## src/rtl/rtcr_defs.vh

```
// constants for the rtc register bank: offsets, field positions, masks, defaults, timing
`ifndef RTCR_DEFS_VH
`define RTCR_DEFS_VH
// register offsets
`define RTCR_A_CTRL1 5'h00
`define RTCR_A_CTRL2 5'h01
`define RTCR_A_TRIM 5'h02
`define RTCR_A_SCRATCH 5'h03
`define RTCR_A_SEC 5'h04
`define RTCR_A_MIN 5'h05
`define RTCR_A_HOUR 5'h06
`define RTCR_A_DAY 5'h07
`define RTCR_A_WDAY 5'h08
`define RTCR_A_MON 5'h09
`define RTCR_A_YEAR 5'h0A
`define RTCR_A_ALM_SEC 5'h0B
`define RTCR_A_ALM_MIN 5'h0C
`define RTCR_A_ALM_HOUR 5'h0D
`define RTCR_A_ALM_DAY 5'h0E
`define RTCR_A_ALM_WDAY 5'h0F
`define RTCR_A_TVAL 5'h10
`define RTCR_A_TMODE 5'h11
`define RTCR_A_LAST 5'h11
// field positions
`define RTCR_B_STOP 5
`define RTCR_B_MODE12 1
`define RTCR_B_ALARM_FLAG 6
`define RTCR_B_CD_FLAG 3
`define RTCR_B_OSC_HALT 7
`define RTCR_B_PM 5
`define RTCR_B_MATCH_EN 7
`define RTCR_B_CD_EN 2
// implemented-bit masks; soft reset bit of ctrl1 left out so it reads zero
`define RTCR_M_CTRL1 8'hA7
`define RTCR_M_MIN 8'h7F
`define RTCR_M_HOUR 8'h3F
`define RTCR_M_WDAY 8'h07
`define RTCR_M_MON 8'h1F
`define RTCR_M_ALM_HD 8'hBF
`define RTCR_M_ALM_WDAY 8'h87
`define RTCR_M_TMODE 8'h1F
// reset values and commands
`define RTCR_D_SEC 8'h80
`define RTCR_D_ONE 8'h01
`define RTCR_SOFT_RST 8'h58
// timing
`define RTCR_CLK_HZ 250000000
`define RTCR_FAST_HZ 4096
`endif

```

## src/rtl/rtcr_i2c_slave.v

```verilog
// two-wire serial slave: address match, byte shifting, acknowledge
`timescale 1ns/10ps
module rtcr_i2c_slave #(
  parameter [6:0] DEV_ADDR = 7'h2A
) (
  // clock and reset
  input wire clk,
  input wire reset,
  // bus pins, asynchronous
  input wire scl_pin,
  input wire sda_pin,
  output reg sda_oe_q,
  // byte side toward the register bank
  input wire [7:0] rd_byte,
  output reg sel_q,
  output reg wr_stb_q,
  output reg wr_first_q,
  output reg [7:0] wr_byte_q,
  output reg rd_done_q
);
  localparam [2:0] ST_IDLE = 3'h0;
  localparam [2:0] ST_ADDR = 3'h1;
  localparam [2:0] ST_ACK_A = 3'h2;
  localparam [2:0] ST_WDATA = 3'h3;
  localparam [2:0] ST_ACK_W = 3'h4;
  localparam [2:0] ST_RDATA = 3'h5;
  localparam [2:0] ST_RACK = 3'h6;

  reg [2:0] scl_s_q;
  reg [2:0] sda_s_q;
  reg [2:0] st_q;
  reg [3:0] cnt_q;
  reg [7:0] sh_q;
  reg rw_q;
  reg first_q;
  wire scl_rise = scl_s_q[1] & ~scl_s_q[2];
  wire scl_fall = ~scl_s_q[1] & scl_s_q[2];
  wire start_c = scl_s_q[1] & scl_s_q[2] & ~sda_s_q[1] & sda_s_q[2];
  wire stop_c = scl_s_q[1] & scl_s_q[2] & sda_s_q[1] & ~sda_s_q[2];

  // two-stage synchronisers; edge logic reads stage two and three only
  always @(posedge clk)
  begin
    if (reset)
    begin
      scl_s_q <= 3'h7;
      sda_s_q <= 3'h7;
    end
    else
    begin
      scl_s_q <= {scl_s_q[1:0], scl_pin};
      sda_s_q <= {sda_s_q[1:0], sda_pin};
    end
  end

  // bit-level state machine; start and stop take priority over clock edges
  always @(posedge clk)
  begin
    wr_stb_q <= 1'b0;
    rd_done_q <= 1'b0;
    if (reset)
    begin
      st_q <= ST_IDLE;
      cnt_q <= 4'h0;
      sh_q <= 8'h00;
      rw_q <= 1'b0;
      first_q <= 1'b0;
      sel_q <= 1'b0;
      sda_oe_q <= 1'b0;
      wr_first_q <= 1'b0;
      wr_byte_q <= 8'h00;
    end
    else if (stop_c)
    begin
      st_q <= ST_IDLE;
      sel_q <= 1'b0;
      sda_oe_q <= 1'b0;
    end
    else if (start_c)
    begin
      st_q <= ST_ADDR;
      cnt_q <= 4'h0;
      sda_oe_q <= 1'b0;
    end
    else if (scl_rise)
    begin
      if (st_q == ST_ADDR || st_q == ST_WDATA)
      begin
        sh_q <= {sh_q[6:0], sda_s_q[1]};
        cnt_q <= cnt_q + 4'h1;
      end
      else if (st_q == ST_RACK)
      begin
        rd_done_q <= 1'b1;
        st_q <= sda_s_q[1] ? ST_IDLE : ST_ACK_A;
      end
    end
    else if (scl_fall)
    begin
      case (st_q)
        ST_ADDR:
          if (cnt_q == 4'h8)
          begin
            if (sh_q[7:1] == DEV_ADDR)
            begin
              sel_q <= 1'b1;
              sda_oe_q <= 1'b1;
              rw_q <= sh_q[0];
              first_q <= 1'b1;
              st_q <= ST_ACK_A;
            end
            else
              st_q <= ST_IDLE;
          end
        ST_ACK_A:
          if (rw_q)
          begin
            // reload from the pointer, already advanced past the last byte
            sh_q <= rd_byte;
            sda_oe_q <= ~rd_byte[7];
            cnt_q <= 4'h1;
            st_q <= ST_RDATA;
          end
          else
          begin
            sda_oe_q <= 1'b0;
            cnt_q <= 4'h0;
            st_q <= ST_WDATA;
          end
        ST_WDATA:
          if (cnt_q == 4'h8)
          begin
            sda_oe_q <= 1'b1;
            wr_stb_q <= 1'b1;
            wr_byte_q <= sh_q;
            wr_first_q <= first_q;
            first_q <= 1'b0;
            st_q <= ST_ACK_W;
          end
        ST_ACK_W:
        begin
          sda_oe_q <= 1'b0;
          cnt_q <= 4'h0;
          st_q <= ST_WDATA;
        end
        ST_RDATA:
          if (cnt_q == 4'h8)
          begin
            sda_oe_q <= 1'b0;
            st_q <= ST_RACK;
          end
          else
          begin
            sda_oe_q <= ~sh_q[6];
            sh_q <= {sh_q[6:0], 1'b0};
            cnt_q <= cnt_q + 4'h1;
          end
        default:
          sda_oe_q <= 1'b0;
      endcase
    end
  end
endmodule

```

## src/rtl/rtcr_regbank.v

```verilog
// rtc register bank: eighteen byte registers, bcd time chain, alarm and countdown
`timescale 1ns/10ps
`include "rtcr_defs.vh"

module rtcr_regbank #(
  parameter [6:0] DEV_ADDR = 7'h2A,
  parameter FAST_DIV = `RTCR_CLK_HZ / `RTCR_FAST_HZ
) (
  // clock and reset
  input wire clk,
  input wire reset,
  // two-wire bus pins
  input wire scl_pin,
  input wire sda_pin,
  output reg sda_out_q,
  output wire sda_oe
);
  reg [7:0] rf_q [0:17];
  reg [4:0] ptr_q;
  reg [11:0] pre_q;
  reg pend_q;
  reg alm_chk_q;
  reg [7:0] cd_q;
  integer i;

  wire sel;
  wire wr_stb;
  wire wr_first;
  wire [7:0] wr_byte;
  wire rd_done;
  wire fast_tick;

  // -----------------------------------------------------------------
  // functions
  // -----------------------------------------------------------------

  // bit mask of implemented positions for each register
  function [7:0] mask_of;
    input [4:0] a;
    begin
      case (a)
        `RTCR_A_CTRL1: mask_of = `RTCR_M_CTRL1;
        `RTCR_A_MIN: mask_of = `RTCR_M_MIN;
        `RTCR_A_HOUR: mask_of = `RTCR_M_HOUR;
        `RTCR_A_DAY: mask_of = `RTCR_M_HOUR;
        `RTCR_A_WDAY: mask_of = `RTCR_M_WDAY;
        `RTCR_A_MON: mask_of = `RTCR_M_MON;
        `RTCR_A_ALM_HOUR: mask_of = `RTCR_M_ALM_HD;
        `RTCR_A_ALM_DAY: mask_of = `RTCR_M_ALM_HD;
        `RTCR_A_ALM_WDAY: mask_of = `RTCR_M_ALM_WDAY;
        `RTCR_A_TMODE: mask_of = `RTCR_M_TMODE;
        default: mask_of = 8'hFF;
      endcase
    end
  endfunction

  // power-on and soft-reset contents
  function [7:0] dflt_of;
    input [4:0] a;
    begin
      case (a)
        `RTCR_A_SEC: dflt_of = `RTCR_D_SEC;
        `RTCR_A_DAY: dflt_of = `RTCR_D_ONE;
        `RTCR_A_MON: dflt_of = `RTCR_D_ONE;
        default: dflt_of = 8'h00;
      endcase
    end
  endfunction

  // bcd increment with wrap; out-of-range values also wrap, so bad writes recover
  function [7:0] bcd_inc;
    input [7:0] v;
    input [7:0] top;
    input [7:0] bot;
    begin
      if (v >= top)
        bcd_inc = bot;
      else if (v[3:0] >= 4'h9)
        bcd_inc = {v[7:4] + 4'h1, 4'h0};
      else
        bcd_inc = v + 8'h01;
    end
  endfunction

  // last day of the month; leap years are the bcd multiples of four
  function [7:0] month_end;
    input [7:0] mon;
    input [7:0] yr;
    reg leap;
    begin
      leap = yr[4] ? (yr[1:0] == 2'h2) : (yr[1:0] == 2'h0);
      case (mon)
        8'h02: month_end = leap ? 8'h29 : 8'h28;
        8'h04, 8'h06, 8'h09, 8'h11: month_end = 8'h30;
        default: month_end = 8'h31;
      endcase
    end
  endfunction

  // pointer step with wrap after the last register
  function [4:0] ptr_step;
    input [4:0] p;
    begin
      ptr_step = (p >= `RTCR_A_LAST) ? `RTCR_A_CTRL1 : p + 5'h01;
    end
  endfunction

  // -----------------------------------------------------------------
  // sub-blocks
  // -----------------------------------------------------------------

  // bus slave; the frozen state lasts for the whole selected transaction
  rtcr_i2c_slave #(
    .DEV_ADDR(DEV_ADDR)
  ) u_slave (
    .clk(clk),
    .reset(reset),
    .scl_pin(scl_pin),
    .sda_pin(sda_pin),
    .sda_oe_q(sda_oe),
    .rd_byte(rf_q[ptr_q] & mask_of(ptr_q)),
    .sel_q(sel),
    .wr_stb_q(wr_stb),
    .wr_first_q(wr_first),
    .wr_byte_q(wr_byte),
    .rd_done_q(rd_done)
  );

  // 4096 Hz base enable; every slower rate is counted down from it
  rtcr_tick_div #(
    .COUNT(FAST_DIV)
  ) u_div (
    .clk(clk),
    .reset(reset),
    .tick_q(fast_tick)
  );

  // -----------------------------------------------------------------
  // decode of control fields
  // -----------------------------------------------------------------

  wire stop_bit = rf_q[`RTCR_A_CTRL1][`RTCR_B_STOP];
  wire mode12 = rf_q[`RTCR_A_CTRL1][`RTCR_B_MODE12];
  wire wr_data = wr_stb & ~wr_first;
  wire soft_rst = wr_data && ptr_q == `RTCR_A_CTRL1 && wr_byte == `RTCR_SOFT_RST;
  wire tick64 = fast_tick && pre_q[5:0] == 6'h3F;
  wire sec_tick = fast_tick && pre_q == 12'hFFF && !stop_bit;
  wire adv = !sel && (sec_tick || pend_q);
  wire [1:0] src_sel = rf_q[`RTCR_A_TMODE][4:3];
  wire cd_en = rf_q[`RTCR_A_TMODE][`RTCR_B_CD_EN];

  // -----------------------------------------------------------------
  // bcd time chain, next values
  // -----------------------------------------------------------------

  reg [7:0] n_sec;
  reg [7:0] n_min;
  reg [7:0] n_hour;
  reg [7:0] n_day;
  reg [7:0] n_wday;
  reg [7:0] n_mon;
  reg [7:0] n_year;
  reg c_min;
  reg c_hour;
  reg c_day;
  reg c_mon;
  reg c_year;
  reg [7:0] inc_sec;
  reg [7:0] inc_hr12;

  // carry ripples seconds through years in one cycle; the chain is BCD throughout
  always @*
  begin
    inc_sec = bcd_inc({1'b0, rf_q[`RTCR_A_SEC][6:0]}, 8'h59, 8'h00);
    inc_hr12 = bcd_inc({3'h0, rf_q[`RTCR_A_HOUR][4:0]}, 8'h12, 8'h01);
    c_min = rf_q[`RTCR_A_SEC][6:0] >= 7'h59;
    n_sec = {rf_q[`RTCR_A_SEC][7], inc_sec[6:0]};
    c_hour = c_min && rf_q[`RTCR_A_MIN] >= 8'h59;
    n_min = c_min ? bcd_inc(rf_q[`RTCR_A_MIN], 8'h59, 8'h00) : rf_q[`RTCR_A_MIN];
    if (mode12)
    begin
      // 11 -> 12 flips the afternoon flag; 12 -> 1 keeps it
      c_day = c_hour && rf_q[`RTCR_A_HOUR][`RTCR_B_PM] && rf_q[`RTCR_A_HOUR][4:0] == 5'h11;
      n_hour = rf_q[`RTCR_A_HOUR];
      if (c_hour)
      begin
        n_hour[4:0] = inc_hr12[4:0];
        if (rf_q[`RTCR_A_HOUR][4:0] == 5'h11)
          n_hour[`RTCR_B_PM] = ~rf_q[`RTCR_A_HOUR][`RTCR_B_PM];
      end
    end
    else
    begin
      c_day = c_hour && rf_q[`RTCR_A_HOUR] >= 8'h23;
      n_hour = c_hour ? bcd_inc(rf_q[`RTCR_A_HOUR], 8'h23, 8'h00)
        : rf_q[`RTCR_A_HOUR];
    end
    c_mon = c_day && rf_q[`RTCR_A_DAY] >= month_end(rf_q[`RTCR_A_MON], rf_q[`RTCR_A_YEAR]);
    n_day = c_day ? bcd_inc(rf_q[`RTCR_A_DAY],
      month_end(rf_q[`RTCR_A_MON], rf_q[`RTCR_A_YEAR]), 8'h01) : rf_q[`RTCR_A_DAY];
    n_wday = c_day ? bcd_inc(rf_q[`RTCR_A_WDAY], 8'h06, 8'h00) : rf_q[`RTCR_A_WDAY];
    c_year = c_mon && rf_q[`RTCR_A_MON] >= 8'h12;
    n_mon = c_mon ? bcd_inc(rf_q[`RTCR_A_MON], 8'h12, 8'h01) : rf_q[`RTCR_A_MON];
    n_year = c_year ? bcd_inc(rf_q[`RTCR_A_YEAR], 8'h99, 8'h00) : rf_q[`RTCR_A_YEAR];
  end

  // -----------------------------------------------------------------
  // alarm and countdown events
  // -----------------------------------------------------------------

  wire [7:0] a_s = rf_q[`RTCR_A_ALM_SEC];
  wire [7:0] a_m = rf_q[`RTCR_A_ALM_MIN];
  wire [7:0] a_h = rf_q[`RTCR_A_ALM_HOUR];
  wire [7:0] a_d = rf_q[`RTCR_A_ALM_DAY];
  wire [7:0] a_w = rf_q[`RTCR_A_ALM_WDAY];
  wire any_en = a_s[7] | a_m[7] | a_h[7] | a_d[7] | a_w[7];
  // a field takes part only with its match enable set
  wire all_match = (!a_s[7] || a_s[6:0] == rf_q[`RTCR_A_SEC][6:0])
    && (!a_m[7] || a_m[6:0] == rf_q[`RTCR_A_MIN][6:0])
    && (!a_h[7] || a_h[5:0] == rf_q[`RTCR_A_HOUR][5:0])
    && (!a_d[7] || a_d[5:0] == rf_q[`RTCR_A_DAY][5:0])
    && (!a_w[7] || a_w[2:0] == rf_q[`RTCR_A_WDAY][2:0]);
  wire alarm_set = alm_chk_q && any_en && all_match;

  reg src_tick;

  // countdown source: 4096 Hz, 64 Hz, 1 Hz or once a minute
  always @*
  begin
    case (src_sel)
      2'h0: src_tick = fast_tick;
      2'h1: src_tick = tick64;
      2'h2: src_tick = sec_tick;
      default: src_tick = adv && c_min;
    endcase
  end

  wire cd_set = cd_en && src_tick && cd_q <= 8'h01;

  // -----------------------------------------------------------------
  // pointer, prescaler, freeze and countdown state
  // -----------------------------------------------------------------

  // pointer: first written byte loads it, each data byte after that steps it
  always @(posedge clk)
  begin
    if (reset)
      ptr_q <= `RTCR_A_CTRL1;
    else if (wr_stb && wr_first)
      ptr_q <= (wr_byte[4:0] > `RTCR_A_LAST || wr_byte[7:5] != 3'h0)
        ? `RTCR_A_CTRL1 : wr_byte[4:0];
    else if (wr_data || rd_done)
      ptr_q <= ptr_step(ptr_q);
  end

  // prescaler held at zero while stopped, so the first second is a full one
  always @(posedge clk)
  begin
    if (reset || stop_bit || soft_rst)
      pre_q <= 12'h000;
    else if (fast_tick)
      pre_q <= pre_q + 12'h001;
  end

  // one held-back second survives a freeze; longer holds lose further ticks
  always @(posedge clk)
  begin
    if (reset || soft_rst)
    begin
      pend_q <= 1'b0;
      alm_chk_q <= 1'b0;
    end
    else
    begin
      if (sel && sec_tick)
        pend_q <= 1'b1;
      else if (!sel)
        pend_q <= pend_q & sec_tick;
      alm_chk_q <= adv;
    end
  end

  // countdown counter; a write of the reload value restarts it
  always @(posedge clk)
  begin
    if (reset || soft_rst)
      cd_q <= 8'h00;
    else if (wr_data && ptr_q == `RTCR_A_TVAL)
      cd_q <= wr_byte;
    else if (cd_en && src_tick)
      cd_q <= (cd_q <= 8'h01) ? rf_q[`RTCR_A_TVAL] : cd_q - 8'h01;
  end

  // -----------------------------------------------------------------
  // register file
  // -----------------------------------------------------------------

  // time advance and bus writes never meet: writes need the freeze
  always @(posedge clk)
  begin
    if (reset || soft_rst)
    begin
      for (i = 0; i <= `RTCR_A_LAST; i = i + 1)
        rf_q[i] <= dflt_of(i[4:0]);
    end
    else
    begin
      if (adv)
      begin
        rf_q[`RTCR_A_SEC] <= n_sec;
        rf_q[`RTCR_A_MIN] <= n_min;
        rf_q[`RTCR_A_HOUR] <= n_hour;
        rf_q[`RTCR_A_DAY] <= n_day;
        rf_q[`RTCR_A_WDAY] <= n_wday;
        rf_q[`RTCR_A_MON] <= n_mon;
        rf_q[`RTCR_A_YEAR] <= n_year;
      end
      if (wr_data)
      begin
        if (ptr_q == `RTCR_A_CTRL2)
          // flags clear on a written zero only; a one leaves them alone
          rf_q[ptr_q] <= wr_byte & {1'b1, rf_q[`RTCR_A_CTRL2][6], 2'h3,
            rf_q[`RTCR_A_CTRL2][3], 3'h7};
        else
          rf_q[ptr_q] <= wr_byte & mask_of(ptr_q);
      end
      // set placed last so an event wins over a clear in the same cycle
      if (alarm_set)
        rf_q[`RTCR_A_CTRL2][`RTCR_B_ALARM_FLAG] <= 1'b1;
      if (cd_set)
        rf_q[`RTCR_A_CTRL2][`RTCR_B_CD_FLAG] <= 1'b1;
    end
  end

  // open-drain data line: the driven level is always low
  always @(posedge clk)
  begin
    sda_out_q <= 1'b0;
  end
endmodule

```

## src/rtl/rtcr_tick_div.v

```verilog
// clock divider making a one-cycle enable pulse
`timescale 1ns/10ps
module rtcr_tick_div #(
  parameter COUNT = 61035
) (
  // clock and reset
  input wire clk,
  input wire reset,
  // enable pulse out
  output reg tick_q
);
  reg [31:0] cnt_q;

  // free-running count; one pulse per COUNT cycles
  always @(posedge clk)
  begin
    if (reset)
    begin
      cnt_q <= 32'h00000000;
      tick_q <= 1'b0;
    end
    else if (cnt_q >= COUNT - 1)
    begin
      cnt_q <= 32'h00000000;
      tick_q <= 1'b1;
    end
    else
    begin
      cnt_q <= cnt_q + 32'h00000001;
      tick_q <= 1'b0;
    end
  end
endmodule

```

## config.mk

```make
export PLATFORM = sky130hd
export DESIGN_NAME = rtcr_regbank
export DESIGN_NICKNAME = d
export VERILOG_FILES = /design/src/rtl/rtcr_i2c_slave.v /design/src/rtl/rtcr_regbank.v /design/src/rtl/rtcr_tick_div.v
export VERILOG_INCLUDE_DIRS = /design/src /design/src/rtl
export SDC_FILE = /design/constraint.sdc
export NUM_CORES = 1
export LEC_CHECK = 0
export BUFFER_PORTS_ARGS = -buffer_cell sky130_fd_sc_hd__buf_2
export CAP_MARGIN = 20
export CELL_PAD_IN_SITES_DETAIL_PLACEMENT = 2
export CELL_PAD_IN_SITES_GLOBAL_PLACEMENT = 2
export CORE_UTILIZATION = 48
export CTS_CLUSTER_DIAMETER = 40
export DETAILED_ROUTE_END_ITERATION = 7
export HOLD_SLACK_MARGIN = 0.15
export PLACE_DENSITY_LB_ADDON = 0.15
export REMOVE_ABC_BUFFERS = 1
export SETUP_SLACK_MARGIN = 0.15
export SLEW_MARGIN = 15
export SYNTH_ARGS = -nofsm -noshare
export SYNTH_HDL_FRONTEND = slang
export SYNTH_SLANG_ARGS = --single-unit
export TNS_END_PERCENT = 100
```

## constraint.sdc

```tcl
create_clock -name clk -period 6.6 [get_ports clk]
set_clock_uncertainty 0.2 [all_clocks]
set_input_delay 0.66 -clock clk [delete_from_list [all_inputs] [get_ports clk]]
set_output_delay 0.66 -clock clk [all_outputs]
set_load 0.01 [all_outputs]
```

# After elaboration in Yosys (flattened, before gate mapping)
# Memories as Yosys holds them, arrays and structs flattened. A register that Yosys moved wholly into a read port is not among the register bits.
# Index checks and enable logic that the tools add are counted.
[totals]
wordCells = 478
rom_bits = 320
ff_bits = 96
ramBits = 144
mem_count = 3
input_bits = 4
[op_classes]
n_lt_le_gt_ge = 20
n_eq_ne = 55
n_mux = 123
bitwise = 163
addsub = 21
n_reduce_logical = 72
[memory_table]
columns = ["name", "words", "width", "rd", "rd_ports_with_merged_regs", "wr", "line", "rtl"]
rows = [
  ["(no name shown)", 32, 5, 1, 1, 0, "rtcr_regbank.v:41", "case (a)"],
  ["(no name shown)", 32, 5, 1, 1, 0, "rtcr_regbank.v:41", ""],
  ["rf_q", 18, 8, 17, 1, 18, "rtcr_regbank.v:18", "reg [7:0] rf_q [0:17];"],
]
[op_table]
columns = ["operator", "count"]
rows = [
  ["$mux W8", 41],
  ["$and A1 B1 Y1", 86],
  ["$mux W5", 14],
  ["$not A1 Y1", 53],
  ["$add A8 B1 Y8 const B", 6],
  ["$mux W1", 41],
  ["$eq A5 B5 Y1 const A", 7],
  ["$add A32 B1 Y32 const B", 1],
  ["$ge A32 B16 Y1 const B", 1],
  ["$add A4 B1 Y4 const B", 7],
  ["$ge A4 B4 Y1 const B", 7],
  ["$reduce_and A7 Y1", 4],
  ["$mux W3", 9],
  ["$and A8 B8 Y8", 3],
  ["$logic_and A1 B1 Y1", 24],
  ["$eq A5 B5 Y1 const B", 4],
  ["$mux W4", 5],
  ["$or A1 B1 Y1", 18],
  ["$eq A8 B3 Y1 const B", 2],
  ["$pmux W8 S2", 1],
  ["$pmux W3 S5", 1],
  ["$eq A7 B7 Y1", 2],
  ["$ge A7 B7 Y1 const B", 2],
  ["$mux W7", 2],
  ["63 further kinds", 113],
]

# Longest topological paths before layout
# Gate-level depths: netlist of the first run.
[depth]
depth_word = 19
depth_mapped = 14
mapped_depth_nobuf = 13

# By module
# A second synthesis of the first run with hierarchy kept.
[unflattened]
cells_unflattened = 1559
hier_area_um2 = 18560.3
[by_module_without_submodules]
columns = ["module", "seq_area_each_um2", "area_per_inst_um2", "cells_each", "instances"]
rows = [
  ["rtcr_regbank", 8388.0, 15387.3, 1233, 1],
  ["rtcr_i2c_slave", 720.7, 1913.1, 213, 1],
  ["rtcr_tick_div", 660.6, 1260.0, 113, 1],
]

# Worst setup path after synthesis of the first run
# Ideal clock, no wire load.
[synth_timing]
kind = "register -> register"
from = "mem rf_q[9][0]"
to = "mem rf_q[7][2], data pin"
path_buffers = 1
required_ps = 6223
path_slack_ps = 2856
stages_incl_launch_ff = 15
t_arrival_ps = 3368
cell_sequence = "edfxtp_1 -> inv_1 -> ha_1 -> o211ai_1 -> a21oi_1 -> o21ai_0 -> mux2_2 -> ha_1 -> or4b_1 -> a21o_1 -> a21o_1 -> a211o_1 -> or3b_1 -> buf_6 -> o32ai_1"
[synth_lines]
columns = ["element", "line"]
rows = [
  ["from (decl)", "rtcr_regbank.v:18"],
]

==> results of run 1 <==
==> synth_stat cells (5+ instances only) <==
| master | count |
|---|---|
| o31ai_1 | 15 |
| and3b_1 | 5 |
| o21ai_0 | 47 |
| or4_1 | 5 |
| mux2_2 | 7 |
| a21boi_0 | 5 |
| nand4_1 | 28 |
| clkbuf_1 | 59 |
| o22ai_1 | 42 |
| dfxtp_1 | 107 |
| a211oi_1 | 7 |
| buf_2 | 17 |
| nor2b_1 | 24 |
| and2_1 | 8 |
| nand2b_1 | 13 |
| xnor2_1 | 48 |
| nor2_1 | 218 |
| and3_1 | 11 |
| nand3_1 | 48 |
| o211ai_1 | 12 |
| nor3_1 | 28 |
| nand3b_1 | 9 |
| nand2_1 | 110 |
| edfxtp_1 | 254 |
| nor3b_1 | 6 |
| or3_1 | 7 |
| a21oi_1 | 42 |
| a31oi_1 | 10 |
| or3b_2 | 5 |
| inv_1 | 65 |
| buf_1 | 7 |
| o32ai_1 | 6 |
| or2_2 | 12 |
| mux4_2 | 68 |
| nor4_1 | 12 |
| mux2i_1 | 33 |
| xor2_1 | 28 |
| ha_1 | 60 |
==> worst max-delay path, cell delays in order, from the launching register on <==
cell and delay (ns):
edfxtp_1 0.49, inv_1 0.17, ha_1 0.19, nor2b_1 0.20, and3_1 0.18, o21ai_0 0.11, mux2_2 0.33, ha_1 0.29
or4b_1 0.47, a21o_1 0.19, a21o_1 0.18, a211o_1 0.31, or3b_1 0.48, o32ai_1 0.36
==> power breakdown <==
part / leakage, nW / internal [mW] / switching [mW]
clock network: 0.912 / 1.76 / 1.23
logic: 2.99 / 0.0759 / 0.138
registers: 3.39 / 2.45 / 0.0620
total: 7.30 / 4.29 / 1.43
==> worst paths after layout <==
check,endpoint,slack (ns),depth (start not counted)
setup reg to reg,rf_q[7][3],2.28,13
setup / recovery,rf_q[7][3],2.28,13
hold / removal,u_slave.sda_s_q[1],0.22,1
hold reg to reg,u_slave.sda_s_q[1],0.22,1
==> registers in the layout, summed over array words and instances, names as in the netlist, named ones only <==
| register | count |
|---|---|
| rf_q | 256 |
| u_div.cnt_q | 32 |
| pre_q | 12 |
| cd_q | 8 |
| u_slave.sh_q | 8 |
| u_slave.wr_byte_q | 8 |
| ptr_q | 5 |
| u_slave.cnt_q | 4 |
| u_slave.scl_s_q | 3 |
| u_slave.sda_s_q | 3 |
| u_slave.st_q | 3 |
| alm_chk_q | 1 |
| pend_q | 1 |
| u_div.tick_q | 1 |
| u_slave.first_q | 1 |
| u_slave.rd_done_q | 1 |
| u_slave.rw_q | 1 |
| u_slave.sda_oe_q | 1 |
| u_slave.sel_q | 1 |
| u_slave.wr_first_q | 1 |
| u_slave.wr_stb_q | 1 |
==> per-layer routing <==
metal / vias up / wire, um
met5: - / 39
met1: 7303 / 26700
li1: 5937 / -
met4: 6 / 3030
met2: 666 / 33100
met3: 193 / 5320
==> per-stage QoR <==
| step | util, % | std cells | hold slack (ns) | setup WS [ns] |
|---|---|---|---|---|
| 6_report | 55.3 | 2163 | 0.223 | 2.28 |
| 2_1_floorplan | - | 1515 | 0.189 | 2.34 |
| 3_3_place_gp | 50.2 | 2052 | 0.195 | 2.58 |
| 5_1_grt | 55.3 | 2163 | 0.240 | 2.17 |
| 3_5_place_dp | 50.3 | 2054 | 0.209 | 2.44 |
| 4_1_cts | 55.3 | 2162 | 0.227 | 2.34 |
==> cells by family after synthesis <==
| kind of cell | Yosys count | share of synthesized area, % |
|---|---|---|
| buf+inv | 154 | 3.35 |
| other cells | 1 | 0.0205 |
| xor+xnor | 76 | 3.64 |
| flops | 361 | 53.4 |
| fa+ha+maj | 60 | 4.10 |
| mux | 109 | 10.7 |
| simple gates | 570 | 15.2 |
| compound gates | 255 | 9.62 |
==> area by class of cell <==
| type | count | area, um^2 | area share (%) |
|---|---|---|---|
| clock buffers | 64 | 1480 | 7.14 |
| well taps | 511 | 639 | 3.08 |
| multi-input cells | 1087 | 8010 | 38.6 |
| clock inverters | 42 | 385 | 1.85 |
| flip-flops and latches | 361 | 9780 | 47.0 |
| repair buffers | 31 | 230 | 1.11 |
| inverters | 67 | 251 | 1.21 |
==> timing repair <==
action	4_1_cts	5_1_grt
hold endpoints to repair	2	0
endpoints found under the setup margin	0	0
hold buffers	2	0
setup buffers	0	0
==> impl_metrics.ini, run 1 <==
[status]
status = finished, final reports clean

[drt]
drc_errors = 0
antenna_violating_nets_post_route = 0
dr_total_vias = 14100
via_per_inst = 6.52
wl_um = 68200
drt_pass1_iterations = 7
routedWlPerCell_um = 31.5
drt_iter0_markers = 1339

[timing]
timing.final.crit_share_pct = 65.5
fmax_mhz = 231
worst_pin_slew_ns = 1.13
relSlewSlack_pct = 24.4
rsz0062_at_grt = false
drv_slew = 0
hold_viol_final = 0
tns_ns = 0
fin_crit_ns = 4.32
setup_viol = 0

[power_and_ir_drop]
p_per_area_mw_per_mm2 = 275
ir_drop_uv = 250
p_leak_nw = 7.30
p_total_mw = 5.72

[floorplanning]
initial_utilization_pct = 48.7
rows = 71
die_area_mm2 = 0.0389
die_w_um = 197
io_pins = 6
coreArea_mm2 = 0.0376
die_y_um = 197

[final_layout]
final_common_cell = edfxtp_1
drive_above_1_share_pct = 14.5
diodes = 0
final_cell_mix = 254 x edfxtp_1, 218 x nor2_1, 110 x nand2_1
fin_area_mm2 = 0.0208
nFillCells = 3587
areaGrowthSynthToFinish_pct = 13.5
nets = 1668

[clock_network]
path_clk_slew_ns = 0.06
clk_latency_ns = 0.62
cts_root_buffer = clkbuf_16
clockBufferDepth = 3
clock_sinks = 361
cts_tree = yes
cts_resized = 0
htreeDepth = 2
cts_buffers = 56

[grt]
grt_pass1_wl_um = 101000
grt_pass1_vias = 14900
grt.total_usage_pct = 35.8
gr-usage-met1_pct = 46.0
met3_usage_pct = 7.19
antenna_found_initial = 6
top_usage_layer = met2
grtUsageMet2_pct = 58.8
grt_max_degree = 45
grt_overflow_total = 0

[yosys]
ys_seq_elements = 361
ys_seq_area_share_pct = 53.4
synth_area_leaders = edfxtp_1 42%, dfxtp_1 12%, mux4_2 8.4%, nor2_1 4.5%, ha_1 4.1%
ys_types = 84
netlist.area_leader.share_pct = 41.7
synth_area_leader_cell = edfxtp_1
ys_warn_count = 0
synth-main-ff-cell = edfxtp_1
synth_async_sr_flop_share_pct = 0
synth-edff-count = 254
synthCells = 1586
netlist_area_mm2 = 0.0183
avgSynthCellArea_um2 = 11.5

[worst_setup_path]
worstSetupStartpointType = flop
crit_fanout = 7
worstPathArrival_ns = 4.53
worst-endpoint-required_ns = 6.81
critPathKind = flop to flop
startpoint = rf_q[9][4]
reg2reg_from = rf_q[9][4]
critPathCaptureType = flop

[worst_hold_path]
hold_path.class = flop to flop
hold_start = u_slave.sda_s_q[0]

[run]
max_cap_violations = 0

[placement]
gp_congestion = 0.918
portBuffers = 4
hpwl_um = 44200
post_dp_cell_area_mm2 = 0.0189
(Power assumes the default switching activity.)
==> inputs of run 2 (changes only) <==
--- a/config.mk
+++ b/config.mk
@@ -10,7 +10,7 @@
 export CAP_MARGIN = 20
 export CELL_PAD_IN_SITES_DETAIL_PLACEMENT = 2
 export CELL_PAD_IN_SITES_GLOBAL_PLACEMENT = 2
-export CORE_UTILIZATION = 48
+export CORE_UTILIZATION = 44
 export CTS_CLUSTER_DIAMETER = 40
 export DETAILED_ROUTE_END_ITERATION = 7
 export HOLD_SLACK_MARGIN = 0.15
==> constraint.sdc (replaced) <==
create_clock -name clk -period 4.1 [get_ports clk]
set_clock_uncertainty 0.2 [all_clocks]
set_input_delay 0.41 -clock clk [delete_from_list [all_inputs] [get_ports clk]]
set_output_delay 0.41 -clock clk [all_outputs]
set_load 0.01 [all_outputs]
==> impl_metrics.ini, run 2 (same netlist as run 1, synthesis figures left out) <==
[drt]
drc_errors = 0
routedWlPerCell_um = 30.4
drt_iter0_markers = 1192
drt_pass1_iterations = 5
antenna_violating_nets_post_route = 0
wl_um = 68400
via_per_inst = 6.35
dr_total_vias = 14300

[clock_network]
clk_latency_ns = 0.61
clockBufferDepth = 3
path_clk_slew_ns = 0.05
htreeDepth = 3
clock_sinks = 361
cts_buffers = 66
cts_root_buffer = clkbuf_16
cts_tree = yes

[worst_setup_path]
worstPathArrival_ns = 4.27
critPathKind = flop to flop
worstSetupStartpointType = flop
critPathCaptureType = flop
worst-endpoint-required_ns = 4.33
crit_fanout = 5

[timing]
timing.final.crit_share_pct = 98.6
setup_viol = 0
rsz0062_at_grt = true
worst_pin_slew_ns = 1.03
fin_crit_ns = 4.04
tns_ns = 0
drv_slew = 0
hold_viol_final = 0
setup_slack_ns = 0.0594
fmax_mhz = 247
relSlewSlack_pct = 31.3

[final_layout]
reg.largest.list = rf_q (256), u_div.cnt_q (32), pre_q (12)
largest_reg_flops = 256
drive_above_1_share_pct = 19.0
fin_cells = 2252
nets = 1731
areaGrowthSynthToFinish_pct = 18.6
fin_util_pct = 53.1
top_register = rf_q
final_common_cell = edfxtp_1
final_cell_mix = 254 x edfxtp_1, 218 x nor2_1, 109 x nand2_1

[power_and_ir_drop]
seqPwrFrac_pct = 40.6
switchingPower_mw = 2.35
pwr-share-comb_pct = 3.7
swShare_pct = 23.6
ir_drop_uv = 377
p_leak_nw = 7.74
clkPwrFrac_pct = 55.7
p_total_mw = 9.95
p_per_area_mw_per_mm2 = 458
p_int_mw = 7.60

[placement]
pre_cts_ws_ns = -0.0317
hpwl_um = 45800
dp_cells = 2117
gp_congestion = 0.879
portBuffers = 4

[grt]
grt_pass1_vias = 15400
antenna_found_initial = 0
grt_overflow_total = 0
grt_max_degree = 44
grt_pass1_wl_um = 102000
grt.total_usage_pct = 33.0

[floorplanning]
io_pins = 6
die_area_mm2 = 0.0424
initial_utilization_pct = 44.7
die_w_um = 206
coreArea_mm2 = 0.0409
die_y_um = 206
rows = 74

[status]
status = finished, final reports clean

[worst_hold_path]
hold_path.class = flop to flop

[run]
max_cap_violations = 0
-- run 2: routing by layer --
| layer | vias to the layer above | global-route usage (%) | part of all wire [%] |
|---|---|---|---|
| met5 | - | 0 | 0 |
| met4 | 0 | 13.5 | 4.1 |
| met3 | 170 | 6.46 | 6.7 |
| met2 | 561 | 54.1 | 48 |
| met1 | 7515 | 42.9 | 41 |
| li1 | 6059 | - | - |
-- run 2: metrics by stage --
| step | hold WS (ns) | instance area [um^2] |
|---|---|---|
| after floorplan | 0.189 | 18000 |
| after global placement | 0.194 | 19300 |
| after detailed placement | 0.197 | 19300 |
| after CTS | 0.194 | 21600 |
| after global routing | 0.233 | 21700 |
| final | 0.216 | 21700 |
-- run 2: layout make-up --
type / instances / area, um^2
flip-flops and latches: 361 / 9780
clock inverters: 40 / 405
fillers: 3966 / 19200
multi-input cells: 1087 / 8130
repair buffers: 84 / 666
inverters: 67 / 251
diodes: 1 / 2.50
well taps: 532 / 666
clock buffers: 80 / 1820
-- run 2: critical path: stages, from the launching register on --
cell      delay (ns)
edfxtp_1        0.44
inv_2           0.13
ha_2            0.22
nand3b_1        0.12
a21oi_1         0.21
o21ai_1         0.12
mux2_4          0.30
ha_4            0.21
or4b_4          0.51
a21o_1          0.18
a21o_1          0.17
a211o_1         0.34
or3b_4          0.45
o32ai_2         0.26
-- run 2: power by group through the flow --
stage	sequential, mW	clock [mW]	combinational (mW)
2_1_floorplan	4.07	0	0.213
3_3_place_gp	4.10	0	0.323
3_5_place_dp	4.10	0	0.342
4_1_cts	4.03	5.59	0.358
5_1_grt	4.04	5.74	0.396
6_report	4.03	5.54	0.369
-- run 2: final timing paths --
kind	start	endpoint	slack, ns	cells after the start
max	rf_q[9][1]	rf_q[7][1]	0.06	13
min	u_slave.sda_s_q[0]	u_slave.sda_s_q[1]	0.22	1
max reg2reg	rf_q[9][1]	rf_q[7][1]	0.06	13
min reg2reg	u_slave.sda_s_q[0]	u_slave.sda_s_q[1]	0.22	1
-- run 2: what timing repair did --
action	CTS	global route
pin swaps	4	14
hold buffers	2	0
endpoints found under the setup margin	19	19
gates resized for setup	15	13
buffers inserted	8	2
endpoints found under the hold margin	2	0
==> inputs of run 3 (changes only) <==
--- a/config.mk
+++ b/config.mk
@@ -15,6 +15,7 @@
 export DETAILED_ROUTE_END_ITERATION = 7
 export HOLD_SLACK_MARGIN = 0.15
 export PLACE_DENSITY_LB_ADDON = 0.15
+export RECOVER_POWER = 50
 export REMOVE_ABC_BUFFERS = 1
 export SETUP_SLACK_MARGIN = 0.15
 export SLEW_MARGIN = 15
==> impl_metrics.ini, run 3 (same netlist as run 1, synthesis figures left out) <==
[power_and_ir_drop]
ir_drop_uv = 378
swShare_pct = 23.6
pwr-share-comb_pct = 3.7
clkPwrFrac_pct = 55.8
p_int_mw = 7.59
seqPwrFrac_pct = 40.6
p_leak_nw = 7.66
p_total_mw = 9.94
p_per_area_mw_per_mm2 = 461
switchingPower_mw = 2.35

[grt]
grt_pass1_vias = 15400
grt_overflow_total = 0
grt_pass1_wl_um = 102000
grt_max_degree = 44
antenna_found_initial = 0
grt.total_usage_pct = 33.0

[run]
max_cap_violations = 1

[final_layout]
drive_above_1_share_pct = 17.5
areaGrowthSynthToFinish_pct = 18.0
largest_reg_flops = 256
reg.largest.list = rf_q (256), u_div.cnt_q (32), pre_q (12)
diodes = 0
top_register = rf_q
nets = 1731
multi_input_area_mm2 = 0.00810
nFillCells = 3987
final_cell_mix = 254 x edfxtp_1, 218 x nor2_1, 109 x nand2_1
final_common_cell = edfxtp_1
regArea_mm2 = 0.00977

[worst_setup_path]
rrSetupSlack_ns = 0.04
worst-endpoint-required_ns = 4.09
worstPathArrival_ns = 4.05
r2r.worst_path.cells = 13
critPathCaptureType = flop
critPathKind = flop to flop
crit_fanout = 6
worstSetupStartpointType = flop

[drt]
routedWlPerCell_um = 30.4
drt_pass1_iterations = 5
antenna_violating_nets_post_route = 0
drt_iter0_markers = 1195
drc_errors = 0
via_per_inst = 6.35
dr_total_vias = 14300
wl_um = 68400

[timing]
timing.final.crit_share_pct = 99.1
relSlewSlack_pct = -14.6
fmax_mhz = 246
worst_pin_slew_ns = 1.72
hold_viol_final = 0
setup_slack_ns = 0.0389
rsz0062_at_grt = true
setup_viol = 0
fin_crit_ns = 4.06
drv_slew = 20

[clock_network]
cts_root_buffer = clkbuf_16
clockBufferDepth = 3
path_clk_slew_ns = 0.05
cts_tree = yes
cts_buffers = 66
clk_latency_ns = 0.60
clock_sinks = 361
htreeDepth = 3

[status]
status = complete, but fails checks
violations = capacitance limit, slew limit

[floorplanning]
die_w_um = 206
coreArea_mm2 = 0.0409
initial_utilization_pct = 44.7
io_pins = 6
die_y_um = 206
rows = 74
die_area_mm2 = 0.0424

[placement]
gp_congestion = 0.879
portBuffers = 4
pre_cts_ws_ns = -0.0317
hpwl_um = 45800

[worst_hold_path]
min_delay_path_depth = 1
hold_path.class = flop to flop
run 3: cell count changes in the layout (fill, tap and decap cells not counted), moves of 2 or more:
cell	delta
and2_0	+2
o21ai_0	+2
buf_4	-18
buf_2	-2
and2_1	-2
clkbuf_1	+20
o21ai_2	-2
run 3: cell type report:
type	instances	area share, %
Tap cell	532	3.08
Clock inverter	40	1.88
Multi-Input combinational cell	1087	37.5
Sequential cell	361	45.3
Timing Repair Buffer	84	2.69
Clock buffer	80	8.42
Inverter	67	1.16
run 3: repair_timing:
item	CTS	global route
resized for setup	15	13
setup endpoints to repair	19	19
hold buffers	2	0
pin swaps	4	14
hold endpoints to repair	2	0
setup buffers	8	2
run 3: per-layer routing:
layer	up-vias	part of all wire (%)	global-route usage (%)	wire, um
met3	163	7.1	6.46	4820
met5	-	0	0	0
met2	580	48	54.1	33000
met4	0	4.1	13.5	2770
li1	6058	-	-	-
met1	7504	41	42.9	27800
run 3: power groups by stage:
stage          registers [mW]  logic (mW)  clock network (mW)
4_1_cts                  4.03       0.358                5.59
2_1_floorplan            4.07       0.213                   0
5_1_grt                  4.04       0.392                5.74
3_3_place_gp             4.10       0.323                   0
6_report                 4.03       0.364                5.55
3_5_place_dp             4.10       0.342                   0
run 3: final timing paths:
| check | startpoint | endpoint |
|---|---|---|
| setup / recovery | rf_q[9][1] | rf_q[10][0] |
| hold / removal | u_slave.sda_s_q[0] | u_slave.sda_s_q[1] |
| setup reg to reg | rf_q[9][1] | rf_q[10][0] |
| hold reg to reg | u_slave.sda_s_q[0] | u_slave.sda_s_q[1] |
run 3: stage by stage:
step | instance area, um^2 | utilization [%] | setup TNS, ns | cells | hold WS, ns
after global routing | 21600 | 52.8 | -0.520 | 2251 | 0.233
final | 21600 | 52.8 | 0 | 2251 | 0.214
after global placement | 19300 | 47.1 | 0 | 2117 | 0.194
after detailed placement | 19300 | 47.1 | -0.0520 | 2117 | 0.197
after CTS | 21600 | 52.8 | 0 | 2247 | 0.194
after floorplan | 18000 | - | -0.758 | 1515 | 0.189
run 3: worst max-delay path: stages, from the launching register on:
cell and delay [ns]:
edfxtp_1 0.45, inv_2 0.13, ha_2 0.22, nand3b_1 0.11, a21oi_1 0.21, o21ai_1 0.12
mux2_4 0.30, ha_4 0.21, or4b_4 0.51, a21o_1 0.18, a21o_1 0.17, a211o_1 0.34
nand2_2 0.19, o211ai_1 0.31
